$ cat src/hcd_pkg.sv
package hcd_pkg;

  // ****************************************************
  // widths
  // ****************************************************
  localparam int unsigned ADDR_W = 4;
  localparam int unsigned BYTE_W = 8;
  localparam int unsigned ID_W   = 16;
  localparam int unsigned DLY_W  = 21;

  // ****************************************************
  // image byte offsets
  // ****************************************************
  localparam logic [3:0] OFS_PID_LO  = 4'h2;
  localparam logic [3:0] OFS_PID_HI  = 4'h3;
  localparam logic [3:0] OFS_DID_LO  = 4'h4;
  localparam logic [3:0] OFS_DID_HI  = 4'h5;
  localparam logic [3:0] OFS_OPT1    = 4'h6;
  localparam logic [3:0] OFS_OPT2    = 4'h7;
  localparam logic [3:0] OFS_FIXED   = 4'h8;
  localparam logic [3:0] OFS_PDIS_SP = 4'h9;

  // ****************************************************
  // field positions
  // ****************************************************
  localparam int unsigned OPT1_PWR    = 7;
  localparam int unsigned OPT1_LED    = 6;
  localparam int unsigned OPT1_FSO    = 5;
  localparam int unsigned OPT1_MTT    = 4;
  localparam int unsigned OPT1_EOP    = 3;
  localparam int unsigned OPT1_OCS_HI = 2;
  localparam int unsigned OPT1_OCS_LO = 1;
  localparam int unsigned OPT1_PSW    = 0;
  localparam int unsigned OPT2_DYN    = 7;
  localparam int unsigned OPT2_OCT_HI = 5;
  localparam int unsigned OPT2_OCT_LO = 4;
  localparam int unsigned OPT2_CMP    = 3;
  localparam int unsigned MASK_RSVD   = 0;

  // ****************************************************
  // reset values and codes
  // ****************************************************
  localparam logic [7:0]  RST_OPT1_SELF = 8'h98;
  localparam logic [7:0]  RST_OPT2_SELF = 8'h10;
  localparam logic [7:0]  RST_OPT1_BUS  = 8'h1C;
  localparam logic [7:0]  RST_OPT2_BUS  = 8'h90;
  localparam logic [7:0]  RST_MASK      = 8'h00;
  localparam logic [15:0] RST_DID       = 16'h0000;
  localparam logic [7:0]  RD_NONE       = 8'h00;
  localparam logic [1:0]  OCT_0P1       = 2'h0;
  localparam logic [1:0]  OCT_2         = 2'h1;
  localparam logic [1:0]  OCT_4         = 2'h2;

  // ****************************************************
  // timing
  // ****************************************************
  localparam int unsigned CLK_PERIOD_NS = 4;
  localparam int unsigned OC_T0_US      = 100;
  localparam int unsigned OC_T1_US      = 2000;
  localparam int unsigned OC_T2_US      = 4000;
  localparam int unsigned OC_T3_US      = 6000;

  // ****************************************************
  // carriers
  // ****************************************************
  typedef struct packed {
    logic              we;
    logic [ADDR_W-1:0] addr;
    logic [BYTE_W-1:0] data;
  } hcd_img_wr_type;

  typedef struct packed {
    logic       local_power_sense_pin;
    logic       port_led_support;
    logic       full_speed_only;
    logic       per_port_translator_en;
    logic       frame_end_packet_suppress;
    logic [1:0] overload_sense_mode;
    logic       power_switch_granularity;
    logic       dynamic_en;
    logic       compound;
  } hcd_opts_type;

endpackage : hcd_pkg

$ cat src/hcd_decoder.sv
`timescale 1ns/1ps
// Function
// - product id is byte 3 high, byte 2 low.
// - release id is byte 5 high, byte 4 low.
// - option1 bit 7 selects bus (0) or self (1) power.
// - with dynamic switching, local power sense pin decides power mode.
// - option1 bit 6 reports port led indicator support.
// - option1 bit 5 set forces full-speed only attach.
// - option1 bit 4 picks shared or per-port translators.
// - option1 bit 3 set suppresses end-of-packet at frame end.
// - option1 bits 2:1 pick ganged or per-port overload sensing.
// - option1 bit 0 picks ganged or per-port power switching.
// - option2 bit 7 enables auto fallback to bus power and back.
// - option2 bit 3 marks the hub as part of a compound device.
// - byte 8 bits 7:1 mark fixed ports; bit 0 reads zero.
// - byte 9 bits 7:1 disable ports when self powered; bit 0 zero.
// - with memory loading, image is read before attach.
module hcd_decoder
  import hcd_pkg::*;
#(
  parameter bit              DEFAULT_SELF = 1'b1,
  parameter bit              EEPROM_EN    = 1'b1,
  parameter logic [15:0]     DEFAULT_PID  = 16'h1234, // arbitrary value
  parameter int unsigned     OC_CYC_0     = OC_T0_US * 1000 / CLK_PERIOD_NS,
  parameter int unsigned     OC_CYC_1     = OC_T1_US * 1000 / CLK_PERIOD_NS,
  parameter int unsigned     OC_CYC_2     = OC_T2_US * 1000 / CLK_PERIOD_NS,
  parameter int unsigned     OC_CYC_3     = OC_T3_US * 1000 / CLK_PERIOD_NS
) (
  // clock and reset
  input  wire logic                      REF_CLK,
  input  wire logic                      SRST,
  // image load port
  input  wire hcd_pkg::hcd_img_wr_type   IMG_WR,
  input  wire logic                      IMG_DONE,
  input  wire logic [hcd_pkg::ADDR_W-1:0] IMG_RD_ADDR,
  output logic [hcd_pkg::BYTE_W-1:0]     IMG_RDATA,
  // local power sense pin
  input  wire logic                      LOCAL_POWER_SENSE_PIN,
  // decoded configuration
  output logic [hcd_pkg::ID_W-1:0]       PRODUCT_ID,
  output logic [hcd_pkg::ID_W-1:0]       RELEASE_ID,
  output hcd_pkg::hcd_opts_type          OPTS,
  output logic [hcd_pkg::DLY_W-1:0]      OC_DELAY_CYCLES,
  output logic [hcd_pkg::BYTE_W-1:0]     FIXED_PORT_MASK,
  output logic [hcd_pkg::BYTE_W-1:0]     PORT_OFF,
  output logic                           ATTACH
);
  import hcd_pkg::*;

  // ****************************************************
  // state and storage
  // ****************************************************
  typedef enum logic [0:0] {ST_LOAD, ST_ATTACHED} hcd_state_type;

  localparam logic [7:0] RST_OPT1 = DEFAULT_SELF ? RST_OPT1_SELF
                                                 : RST_OPT1_BUS;
  localparam logic [7:0] RST_OPT2 = DEFAULT_SELF ? RST_OPT2_SELF
                                                 : RST_OPT2_BUS;

  hcd_state_type           state_ff, nxt_state;
  logic [ID_W-1:0]         pid_ff;
  logic [ID_W-1:0]         did_ff;
  logic [BYTE_W-1:0]       opt1_ff;
  logic [BYTE_W-1:0]       opt2_ff;
  logic [BYTE_W-1:0]       fixed_ff;
  logic [BYTE_W-1:0]       pdis_ff;
  logic [2:0]              sense_sync_ff;
  logic                    sensed_ff;
  logic [BYTE_W-1:0]       rdata_ff;
  logic [ID_W-1:0]         pid_out_ff;
  logic [ID_W-1:0]         did_out_ff;
  hcd_opts_type            opts_ff;
  logic [DLY_W-1:0]        dly_ff;
  logic [BYTE_W-1:0]       fixed_out_ff;
  logic [BYTE_W-1:0]       off_out_ff;
  logic                    attach_ff;

  // ****************************************************
  // decoding
  // ****************************************************
  // writes are only taken while loading, so options stay put
  wire wr_ok      = IMG_WR.we && (state_ff == ST_LOAD);
  wire wr_pid_lo  = wr_ok && (IMG_WR.addr == OFS_PID_LO);
  wire wr_pid_hi  = wr_ok && (IMG_WR.addr == OFS_PID_HI);
  wire wr_did_lo  = wr_ok && (IMG_WR.addr == OFS_DID_LO);
  wire wr_did_hi  = wr_ok && (IMG_WR.addr == OFS_DID_HI);
  wire wr_opt1    = wr_ok && (IMG_WR.addr == OFS_OPT1);
  wire wr_opt2    = wr_ok && (IMG_WR.addr == OFS_OPT2);
  wire wr_fixed   = wr_ok && (IMG_WR.addr == OFS_FIXED);
  wire wr_pdis    = wr_ok && (IMG_WR.addr == OFS_PDIS_SP);

  // reserved mask bit never stored as one
  wire [BYTE_W-1:0] mask_in = {IMG_WR.data[BYTE_W-1:1], 1'b0};

  wire dyn_en   = opt2_ff[OPT2_DYN];
  // dynamic mode ignores the option bit and follows the sensed pin
  wire self_eff = dyn_en ? sensed_ff
                         : opt1_ff[OPT1_PWR];

  wire [1:0] oct_sel = opt2_ff[OPT2_OCT_HI:OPT2_OCT_LO];
  wire [DLY_W-1:0] dly_sel =
    (oct_sel == OCT_0P1) ? DLY_W'(OC_CYC_0) :
    (oct_sel == OCT_2)   ? DLY_W'(OC_CYC_1) :
    (oct_sel == OCT_4)   ? DLY_W'(OC_CYC_2) :
                           DLY_W'(OC_CYC_3);

  // disable mask only counts in self-powered operation
  wire [BYTE_W-1:0] off_sel = self_eff ? pdis_ff
                                       : RST_MASK;

  // sensed pin level changes only when stages two and three agree
  wire sense_stable = (sense_sync_ff[1] == sense_sync_ff[2]);

  // attach waits for a complete image when memory loading is enabled
  wire load_done = !EEPROM_EN || IMG_DONE;

  // read mux: unmapped bytes read as zero
  wire [BYTE_W-1:0] rd_sel =
    (IMG_RD_ADDR == OFS_PID_LO)  ? pid_ff[BYTE_W-1:0]    :
    (IMG_RD_ADDR == OFS_PID_HI)  ? pid_ff[ID_W-1:BYTE_W] :
    (IMG_RD_ADDR == OFS_DID_LO)  ? did_ff[BYTE_W-1:0]    :
    (IMG_RD_ADDR == OFS_DID_HI)  ? did_ff[ID_W-1:BYTE_W] :
    (IMG_RD_ADDR == OFS_OPT1)    ? opt1_ff      :
    (IMG_RD_ADDR == OFS_OPT2)    ? opt2_ff      :
    (IMG_RD_ADDR == OFS_FIXED)   ? fixed_ff     :
    (IMG_RD_ADDR == OFS_PDIS_SP) ? pdis_ff      : RD_NONE;

  // ****************************************************
  // load sequencer
  // ****************************************************
  always_comb begin
    nxt_state = state_ff;
    case (state_ff)
      ST_LOAD: begin
        if (load_done) begin
          nxt_state = ST_ATTACHED;
        end
      end
      default: begin
        nxt_state = ST_ATTACHED;
      end
    endcase
  end

  always_ff @(posedge REF_CLK) begin
    if (SRST) begin
      state_ff <= ST_LOAD;
    end else begin
      state_ff <= nxt_state;
    end
  end

  // ****************************************************
  // image bytes
  // ****************************************************
  // product and release ids are assembled high byte over low byte
  always_ff @(posedge REF_CLK) begin
    if (SRST) begin
      pid_ff <= DEFAULT_PID;
      did_ff <= RST_DID;
    end else begin
      if (wr_pid_lo) pid_ff[BYTE_W-1:0]    <= IMG_WR.data;
      if (wr_pid_hi) pid_ff[ID_W-1:BYTE_W] <= IMG_WR.data;
      if (wr_did_lo) did_ff[BYTE_W-1:0]    <= IMG_WR.data;
      if (wr_did_hi) did_ff[ID_W-1:BYTE_W] <= IMG_WR.data;
    end
  end

  // option and mask bytes
  always_ff @(posedge REF_CLK) begin
    if (SRST) begin
      opt1_ff  <= RST_OPT1;
      opt2_ff  <= RST_OPT2;
      fixed_ff <= RST_MASK;
      pdis_ff  <= RST_MASK;
    end else begin
      if (wr_opt1)  opt1_ff  <= IMG_WR.data;
      if (wr_opt2)  opt2_ff  <= IMG_WR.data;
      if (wr_fixed) fixed_ff <= mask_in;
      if (wr_pdis)  pdis_ff  <= mask_in;
    end
  end

  // ****************************************************
  // local power sense synchroniser
  // ****************************************************
  // three stages; the first is read only by the second
  always_ff @(posedge REF_CLK) begin
    if (SRST) begin
      sense_sync_ff <= 3'h0;
      sensed_ff     <= 1'b0;
    end else begin
      sense_sync_ff <= {sense_sync_ff[1:0], LOCAL_POWER_SENSE_PIN};
      if (sense_stable) sensed_ff <= sense_sync_ff[2];
    end
  end

  // ****************************************************
  // registered outputs
  // ****************************************************
  always_ff @(posedge REF_CLK) begin
    if (SRST) begin
      pid_out_ff   <= DEFAULT_PID;
      did_out_ff   <= RST_DID;
      fixed_out_ff <= RST_MASK;
      off_out_ff   <= RST_MASK;
      dly_ff       <= DLY_W'(OC_CYC_1);
      rdata_ff     <= RD_NONE;
      attach_ff    <= 1'b0;
    end else begin
      pid_out_ff   <= pid_ff;
      did_out_ff   <= did_ff;
      fixed_out_ff <= fixed_ff;
      off_out_ff   <= off_sel;
      dly_ff       <= dly_sel;
      rdata_ff     <= rd_sel;
      attach_ff    <= (nxt_state == ST_ATTACHED);
    end
  end

  // option flags from every option1 bit, plus option2 bits 7 and 3
  always_ff @(posedge REF_CLK) begin
    if (SRST) begin
      opts_ff <= '0;
    end else begin
      opts_ff.local_power_sense_pin                  <= self_eff;
      opts_ff.port_led_support          <= opt1_ff[OPT1_LED];
      opts_ff.full_speed_only           <= opt1_ff[OPT1_FSO];
      opts_ff.per_port_translator_en    <= opt1_ff[OPT1_MTT];
      opts_ff.frame_end_packet_suppress <= opt1_ff[OPT1_EOP];
      opts_ff.overload_sense_mode       <=
        opt1_ff[OPT1_OCS_HI:OPT1_OCS_LO];
      opts_ff.power_switch_granularity  <= opt1_ff[OPT1_PSW];
      opts_ff.dynamic_en                <= dyn_en;
      opts_ff.compound                  <= opt2_ff[OPT2_CMP];
    end
  end

  assign PRODUCT_ID      = pid_out_ff;
  assign RELEASE_ID      = did_out_ff;
  assign OPTS            = opts_ff;
  assign OC_DELAY_CYCLES = dly_ff;
  assign FIXED_PORT_MASK = fixed_out_ff;
  assign PORT_OFF        = off_out_ff;
  assign IMG_RDATA       = rdata_ff;
  assign ATTACH          = attach_ff;
endmodule : hcd_decoder

$ cat config.mk
export PLATFORM = sky130hd
export DESIGN_NAME = hcd_decoder
export DESIGN_NICKNAME = d
export VERILOG_FILES = /design/src/hcd_pkg.sv /design/src/hcd_decoder.sv
export SDC_FILE = /design/constraint.sdc
export NUM_CORES = 1
export LEC_CHECK = 0
export ABC_AREA = 0
export BUFFER_PORTS_ARGS = -buffer_cell sky130_fd_sc_hd__buf_2
export CORE_MARGIN = 5
export CORE_UTILIZATION = 58
export DETAILED_ROUTE_END_ITERATION = 8
export PLACE_DENSITY = 0.82
export SETUP_SLACK_MARGIN = 0.3
export SYNTH_ARGS = -nofsm -noshare
export SYNTH_HDL_FRONTEND = slang
export SYNTH_SLANG_ARGS = --single-unit
export TNS_END_PERCENT = 100
$ cat constraint.sdc
create_clock -name REF_CLK -period 2.94 [get_ports REF_CLK]
set_clock_uncertainty 0.15 [all_clocks]
set_input_delay 0.294 -clock REF_CLK [delete_from_list [all_inputs] [get_ports REF_CLK]]
set_output_delay 0.294 -clock REF_CLK [all_outputs]
set_load 0.03 [all_outputs]
* Yosys cells after proc, flatten, opt, wreduce, memory -nomap -nowiden
Cells that the tools add are included.
** Operators by class
- Bitwise gates (word level) :: 2
- Equal/unequal tests :: 19
- Mux-type cells :: 14
- Reductions and logical operators :: 12
** Operators with widths (number)
- $mux 8 :: 8
- $mux 19 :: 2
- $eq 4x3->1 const B :: 8
- $mux 21 :: 1
- $eq 4x2->1 const B :: 4
- $eq 4x4->1 const B :: 4
- $logic_and 1x1->1 :: 9
- $mux 1 :: 3
- $reduce_or 3->1 :: 1
- $eq 2x1->1 const B :: 1
- $eq 2x2->1 const B :: 1
- $logic_not 2->1 :: 1
- $not 1->1 :: 2
- $reduce_or 2->1 :: 1
- $eq 1x1->1 :: 1
** Storage, ports and cells
- Input port bits :: 21
- Word-level logic and storage cells :: 74
- Flip-flop bits (word level) :: 152
- Output and inout port bits :: 88

* Longest topological paths before layout
Gate-level depths: netlist of the first run.
- Word-level depth :: 9
- Depth in mapped cells :: 6
- Gate-level depth less buffers :: 5

* Least setup slack after synthesis of the first run
Ideal clock, no wire load.
- Kind :: reg-to-reg
- From :: register ATTACH (netlist name)
- To :: register pid_ff[4]
- Slack :: 1.110 ns
- Period minus slack after synthesis :: 1.830 ns
- Required time :: 2.670 ns
- Buffers on the path :: 1
- Data arrival time :: 1.561 ns
- Stages on the path, launching flop included :: 6
- Library setup time :: 0.120 ns
- Path through :: dfxtp_1 or3b_4 nor4b_4 buf_6 nor2b_1 a211o_1
** RTL lines
- end signal: indexed assignment :: line hcd_decoder.sv:162 : if (wr_pid_lo) pid_ff[BYTE_W-1:0] <= IMG_WR.data;
- end signal: indexed assignment :: line hcd_decoder.sv:163 : if (wr_pid_hi) pid_ff[ID_W-1:BYTE_W] <= IMG_WR.data;
- end: declaration :: line hcd_decoder.sv:61 : logic [ID_W-1:0] pid_ff;

==> summary.md, run 1 <==
| Metric | Value |
|---|---|
| Status | `completed` |
| Largest driver fanout on the critical path | `11` |
| Diodes inserted | `0` |
| Overall die area | `10,900 sq um` |
| Routed wire length | `12.5 mm` |
| Proportion of layout cells with a drive suffix above 1 | `23.8%` |
| Post-layout instance area | `6360 sq um` |
| Max-capacitance violation count | `0` |
| Worst voltage drop across the vdd grid | `0.000436 V` |
| Overall fraction of global-route tracks in use | `23.0%` |
| Count of different cell masters after synthesis | `50` |
| Fraction of registers with async set/reset | `0%` |
| Count of flip-flops with a built-in enable after synthesis | `0` |
| Combined buffer and inverter count along the critical path | `0` |
| Clock-pin slew on the worst setup and hold paths | `0.06 ns` |
| Vias per cell | `5.46` |
| Delay of the slowest cell on the worst path | `0.72 ns` |
| Area of combinational cells with multiple inputs | `2110 sq um` |
| Layout Cells excl Fill | `739` |
| Detailed Route Iter0 Violations | `245` |
| Clock network latency to the later pin of the worst-skew pair | `0.52 ns` |
| CTS tree | `done` |
| Syn avg cell area | `9.88 sq um` |
| Drc violations | `0` |
| Top delay family on crit path | `simple AND/OR/NAND/NOR gates` |
| Count of nets after finishing | `644` |
| Count of filler cells inserted in the layout | `646` |
| Worst min-delay path class | `in2reg` |
| Chip Width | `104 um` |
| Yosys synthesis warning count | `0` |
| Ports placed on the boundary | `109` |
| Setup CP Type | `reg2reg` |
| Slack of the worst reg-to-reg path | `0.79 ns` |
| Setup repair after global routing missed its margin | `no` |
| Critical path endpoint category | `flop` |
| Number of endpoints failing setup at the final stage | `0` |
| Wire length per cell | `16.9 um` |
| Critical path depth | `4` |
| Initial Utilization | `59.4%` |
| Number of max-slew violations in the final report | `0` |
| Data arrival time at the worst-slack endpoint | `2.41 ns` |
| Port bufs | `99` |
| CP max stage cell | `sky130_fd_sc_hd__nor4b_4` |
| Layout-stage area growth over the synthesis result | `23.3%` |
| Post-synthesis instance area | `5160 sq um` |
| Leakage power | `0.00291 uW` |
| Power per cell area | `703 nW/um^2` |
| Wire length of the first global-routing pass | `20.0 mm` |
| Rows | `34` |
| Cell depth of the worst min-delay path | `4` |
| Worst Max-Slew Pin Slew | `0.839 ns` |
| Number of clock sinks | `140` |
| Number of iterations in the first detailed-routing pass | `6` |
| Dominant synthesized flop cell | `sky130_fd_sc_hd__dfxtp_1` |
| Final worst path period need | `2.15 ns` |
| Clk Tree Root Cell | `sky130_fd_sc_hd__clkbuf_8` |
| Hold violation total from the final report | `0` |
| Number of flip-flops and latches in the synthesized netlist | `140` |
| Initial antenna violation count | `0` |
| Total grt overflow | `0` |
| Number of placed instances, taps included | `697` |
| Number of standard cells after synthesis | `522` |
| CTS Buf Count | `17` |
| Critical path data required time | `3.20 ns` |
| Power after layout | `4470 uW` |
| CTS H-Tree Depth | `4` |
| Reg2reg path depth | `4` |
| Global placement routability congestion | `0.892` |
| Final period util | `73.0%` |
| Final ANT Viol Nets | `0` |
| FMAX | `466 MHz` |
| Detailed-route via count | `4,032` |
| Sequential cell area fraction in the yosys report | `54.4%` |
| DP Wirelength | `8.56 mm` |
| Maximum number of pins on one net before global-route repair | `65` |
| Critical Path, Cell by Cell | `or3b_4 > nor4b_4 > nor2b_1 > a211o_1` |
| Cell Area, Placed | `5610 sq um` |
| Final sum of negative setup slack | `0 ns` |
| Category of the worst setup path launch point | `flop` |
| Number of buffers on the longest clock path | `2` |
| Overall die height | `104 um` |
| Max-slew headroom | `43.8%` |
| Register Area | `2800 sq um` |
| Core area | `8680 sq um` |
| Vias in the first global route | `3,976` |
## path summary, 6_finish.rpt
| kind | start | to |
|---|---|---|
| hold reg to reg | sense_sync_ff[0] | sense_sync_ff[1] |
| setup / recovery | ATTACH | pid_ff[2] |
| hold / removal | IMG_WR[9] | did_ff[4] |
| setup reg to reg | ATTACH | pid_ff[2] |
## cell type report
cell class,count,share of cell area [%]
inverter,10,0.591
timing repair buffer,112,9.76
tap,108,2.13
clock buffer,22,7.28
sequential,140,44.1
clock inverter,10,2.91
multi-input combinational,337,33.2
## Yosys cell counts, drive strengths merged, types with 6 or more instances
cell type  count  area share (%)
dfxtp        140              54
nor2b         55             6.7
nor2          51             3.7
mux2i         30             5.8
o21ai         30             2.9
nand2         28             2.0
buf           25             3.2
a21oi         20             1.9
clkbuf        18             1.3
nand2b        11             1.3
inv           10            0.73
o22ai         10             1.2
and2           7            0.85
mux2           7             1.5
nand3          7            0.68
nand3b         7             1.0
nor3           7            0.78
a21o           6            0.87
or2            6            0.73
## stage by stage
step / worst slack [ns] / hold WS [ns] / util, %
floorplan: 1.11 / 0.260 / -
finish: 0.795 / 0.0381 / 73.2
global route: 0.704 / 0.0586 / 73.2
global placement: 0.834 / 0.271 / 64.6
CTS: 0.814 / 0.0135 / 73.2
detailed placement: 0.756 / 0.308 / 64.6
## worst reg2reg max path: cells and delay by family, from the launching register on
kind            cells  cell delay (ns)
simple gates        3             1.27
compound gates      1             0.29
flops               1             0.33
## kinds of logic after synthesis
family / share of synthesized area [%]
compound gates: 11.2
fa+ha+maj: 1.21
buf+inv: 5.27
flops: 54.4
mux: 7.35
other cells: 0.0727
simple gates: 20.6
## registers in the layout, summed over array words and instances, names as in the netlist, 7 cells and up
signal and cells:
IMG_RDATA 8, PRODUCT_ID 16, OC_DELAY_CYCLES 9, PORT_OFF 7, RELEASE_ID 16, fixed_ff 7, pdis_ff 7, opt1_ff 8
opt2_ff 8, pid_ff 16, OPTS 10, FIXED_PORT_MASK 7, did_ff 16
## timing repair
item,4_1_cts,5_1_grt
hold buffers,10,0
resized for setup,0,0
endpoints found under the hold margin,29,0
buffers inserted,0,0
## cell usage in the layout, fill, tap and decap left out, drive strengths merged, types with 4 or more instances in the layout
cell / Yosys / routed
mux2: 7 / 7
dfxtp: 140 / 140
ha: 5 / 5
inv: 10 / 11
buf: 25 / 102
a211oi: 4 / 4
o21a: 5 / 5
clkbuf: 18 / 22
and2: 7 / 7
mux2i: 30 / 30
conb: 1 / 9
nand2: 28 / 28
o21ai: 30 / 30
a21o: 6 / 6
nor3: 7 / 7
nand3b: 7 / 7
a211o: 5 / 5
a21oi: 20 / 20
or2: 6 / 6
nand2b: 11 / 11
nand3: 7 / 7
o22ai: 10 / 10
nor2: 51 / 51
dlygate4sd3: 0 / 10
nor2b: 55 / 55
bufinv: 0 / 5
## power by group
part | switching (uW) | internal [uW]
clock network | 769 | 1530
registers | 12.1 | 1920
logic | 159 | 76.8
total | 940 | 3530
## routing by layer
layer / wire length (um) / track usage [%] / part of all wire (%) / vias up
met2: 5970 / 37.3 / 48 / 191
met5: 0 / 0 / 0 / -
met3: 962 / 6.64 / 7.7 / 26
met4: 256 / 8.33 / 2.1 / 0
li1: - / - / - / 1937
met1: 5290 / 29.0 / 42 / 1878
Note: power is estimated with default switching activity, not from simulation.
==> run 2, diff against run 1 <==
CORE_UTILIZATION = 49   (was 58)
PLACE_DENSITY = 0.74   (was 0.82)
clock period = 1.8 ns   (was 2.94 ns; I/O delays follow)
==> summary.md, run 2 (synthesized netlist as in run 1, its figures left out) <==
| Metric | Value |
|---|---|
| Switching power as a share of total power | `22.0%` |
| Power per cell area | `1090 nW/um^2` |
| Critical path data required time | `2.06 ns` |
| Area of combinational cells with multiple inputs | `2350 sq um` |
| Worst-case setup slack after placement | `0.0264 ns` |
| Number of buffers on the longest clock path | `2` |
| Worst voltage drop across the vdd grid | `0.000534 V` |
| Status | `completed` |
| Wire length of the first global-routing pass | `21.2 mm` |
| Category of the worst setup path launch point | `flop` |
| Slack of the worst reg-to-reg path | `0.03 ns` |
| Routed wire length | `14.1 mm` |
| Initial antenna violation count | `0` |
| Combinational share of power | `6.4%` |
| Number of max-slew violations in the final report | `0` |
| Diodes inserted | `0` |
| FMAX | `564 MHz` |
| Layout-stage area growth over the synthesis result | `34.7%` |
| Switching power of the nets | `1660 uW` |
| Commonest non-fill, non-tap cell in the layout | `sky130_fd_sc_hd__dfxtp_1` |
| Total internal power | `5890 uW` |
| Critical Path, Cell by Cell | `or3b_4 > nor4b_4 > buf_12 > nor2b_1 > a211o_1` |
| Reg2reg path depth | `5` |
| Number of endpoints failing setup at the final stage | `0` |
| Overall fraction of global-route tracks in use | `21.2%` |
| Hold violation total from the final report | `0` |
| Clk pwr share | `51.8%` |
| Clk Tree Root Cell | `sky130_fd_sc_hd__clkbuf_8` |
| Detailed Route Iter0 Violations | `242` |
| Capture point of the critical path | `pid_ff[4]` |
| CTS H-Tree Depth | `4` |
| Final worst path period need | `1.77 ns` |
| Register Area | `2810 sq um` |
| Initial Utilization | `50.2%` |
| DP Wirelength | `9.34 mm` |
| Combined buffer and inverter count along the critical path | `1` |
| Largest driver fanout on the critical path | `10` |
| CTS Buf Count | `17` |
| Leakage power | `0.00312 uW` |
| Critical path endpoint category | `flop` |
| Top delay family on crit path | `simple AND/OR/NAND/NOR gates` |
| Vias in the first global route | `4,125` |
| Cell Area, Placed | `5800 sq um` |
| Critical path depth | `5` |
| Count of nets after finishing | `674` |
| Worst Min Path Start | `IMG_WR[8]` |
| Proportion of layout cells with a drive suffix above 1 | `32.7%` |
| Final WS setup | `0.0261 ns` |
| CTS tree | `done` |
| CP max stage cell | `sky130_fd_sc_hd__or3b_4` |
| Worst min-delay path class | `in2reg` |
| Post-layout instance area | `6950 sq um` |
| Port bufs | `99` |
| Detailed-route via count | `4,189` |
| Overall die area | `12,700 sq um` |
| Launching point of the worst reg2reg path | `ATTACH` |
| Clock network latency to the later pin of the worst-skew pair | `0.53 ns` |
| Start point of the critical path | `ATTACH` |
| Setup CP Type | `reg2reg` |
| Total grt overflow | `0` |
| Number of iterations in the first detailed-routing pass | `5` |
| Number of clock sinks | `140` |
| Ports placed on the boundary | `109` |
| Global placement routability congestion | `0.878` |
| Chip Width | `113 um` |
| Delay of the slowest cell on the worst path | `0.39 ns` |
| Most frequent cells in the layout | `sky130_fd_sc_hd__dfxtp_1, sky130_fd_sc_hd__buf_2, sky130_fd_sc_hd__nor2b_1` |
| Final ANT Viol Nets | `0` |
| Wire length per cell | `17.7 um` |
| Core area | `10,300 sq um` |
| Drc violations | `0` |
| Final Hold Slack | `0.0291 ns` |
| Worst Max-Slew Pin Slew | `0.738 ns` |
| Overall die height | `113 um` |
| Rows | `37` |
| Vias per cell | `5.26` |
| Data arrival time at the worst-slack endpoint | `2.03 ns` |
| Maximum number of pins on one net before global-route repair | `38` |
| Max-capacitance violation count | `0` |
| Relative contribution of sequential cells to total power | `41.8%` |
| Count of filler cells inserted in the layout | `800` |
| Power after layout | `7550 uW` |
| Terminus of the critical flop-to-flop path | `pid_ff[4]` |
| Final period util | `98.6%` |
| Clock-pin slew on the worst setup and hold paths | `0.06 ns` |
| Setup repair after global routing missed its margin | `yes` |
| Final sum of negative setup slack | `0 ns` |
| Max-slew headroom | `50.6%` |
run 2: layer usage:
| metal | up-vias | global-route usage (%) | routed length [um] |
|---|---|---|---|
| met1 | 1997 | 28.3 | 6250 |
| met5 | - | 0 | 0 |
| met4 | 0 | 8.81 | 295 |
| li1 | 1996 | - | - |
| met3 | 26 | 4.64 | 847 |
| met2 | 170 | 33.3 | 6750 |
run 2: worst min path at each step:
stage                       to  slack (ns)  depth (start not counted)
floorplan               ATTACH        0.14                          2
global placement        ATTACH        0.24                          3
detailed placement      ATTACH        0.25                          3
CTS                  did_ff[4]        0.02                          4
global route        opt2_ff[0]        0.02                          4
finish              opt2_ff[0]        0.03                          4
run 2: power groups by stage:
stage / sequential (uW) / combinational [uW] / clock (uW)
floorplan: 3260 / 230 / 0
global placement: 3220 / 390 / 0
detailed placement: 3220 / 394 / 0
CTS: 3160 / 433 / 3950
global route: 3160 / 515 / 4080
finish: 3160 / 482 / 3910
run 2: per-stage QoR:
step	std cells	utilization, %
6_report	797	67.6
3_3_place_gp	742	56.4
4_1_cts	791	65.1
2_1_floorplan	530	-
3_5_place_dp	742	56.4
5_1_grt	797	67.6
run 2: timing repair:
| action | 4_1_cts | 5_1_grt |
|---|---|---|
| gates resized for setup | 12 | 73 |
| setup buffers | 2 | 4 |
| endpoints found under the setup margin | 46 | 58 |
| cloned | 1 | 2 |
| hold endpoints to repair | 80 | 0 |
| pin swaps | 3 | 10 |
| hold buffers | 14 | 0 |
run 2: layout make-up:
cell class	count	area share (%)
Sequential cell	140	40.4
Tap cell	136	2.45
Inverter	10	0.540
Clock inverter	13	3.44
Clock buffer	19	6.21
Timing Repair Buffer	141	13.1
Multi-Input combinational cell	338	33.8
run 2: worst min-delay path, stage by stage:
cell and delay (ns):
sky130_fd_sc_hd__buf_2 0.17, sky130_fd_sc_hd__nand3_4 0.10, sky130_fd_sc_hd__buf_6 0.14, sky130_fd_sc_hd__o21ai_1 0.06
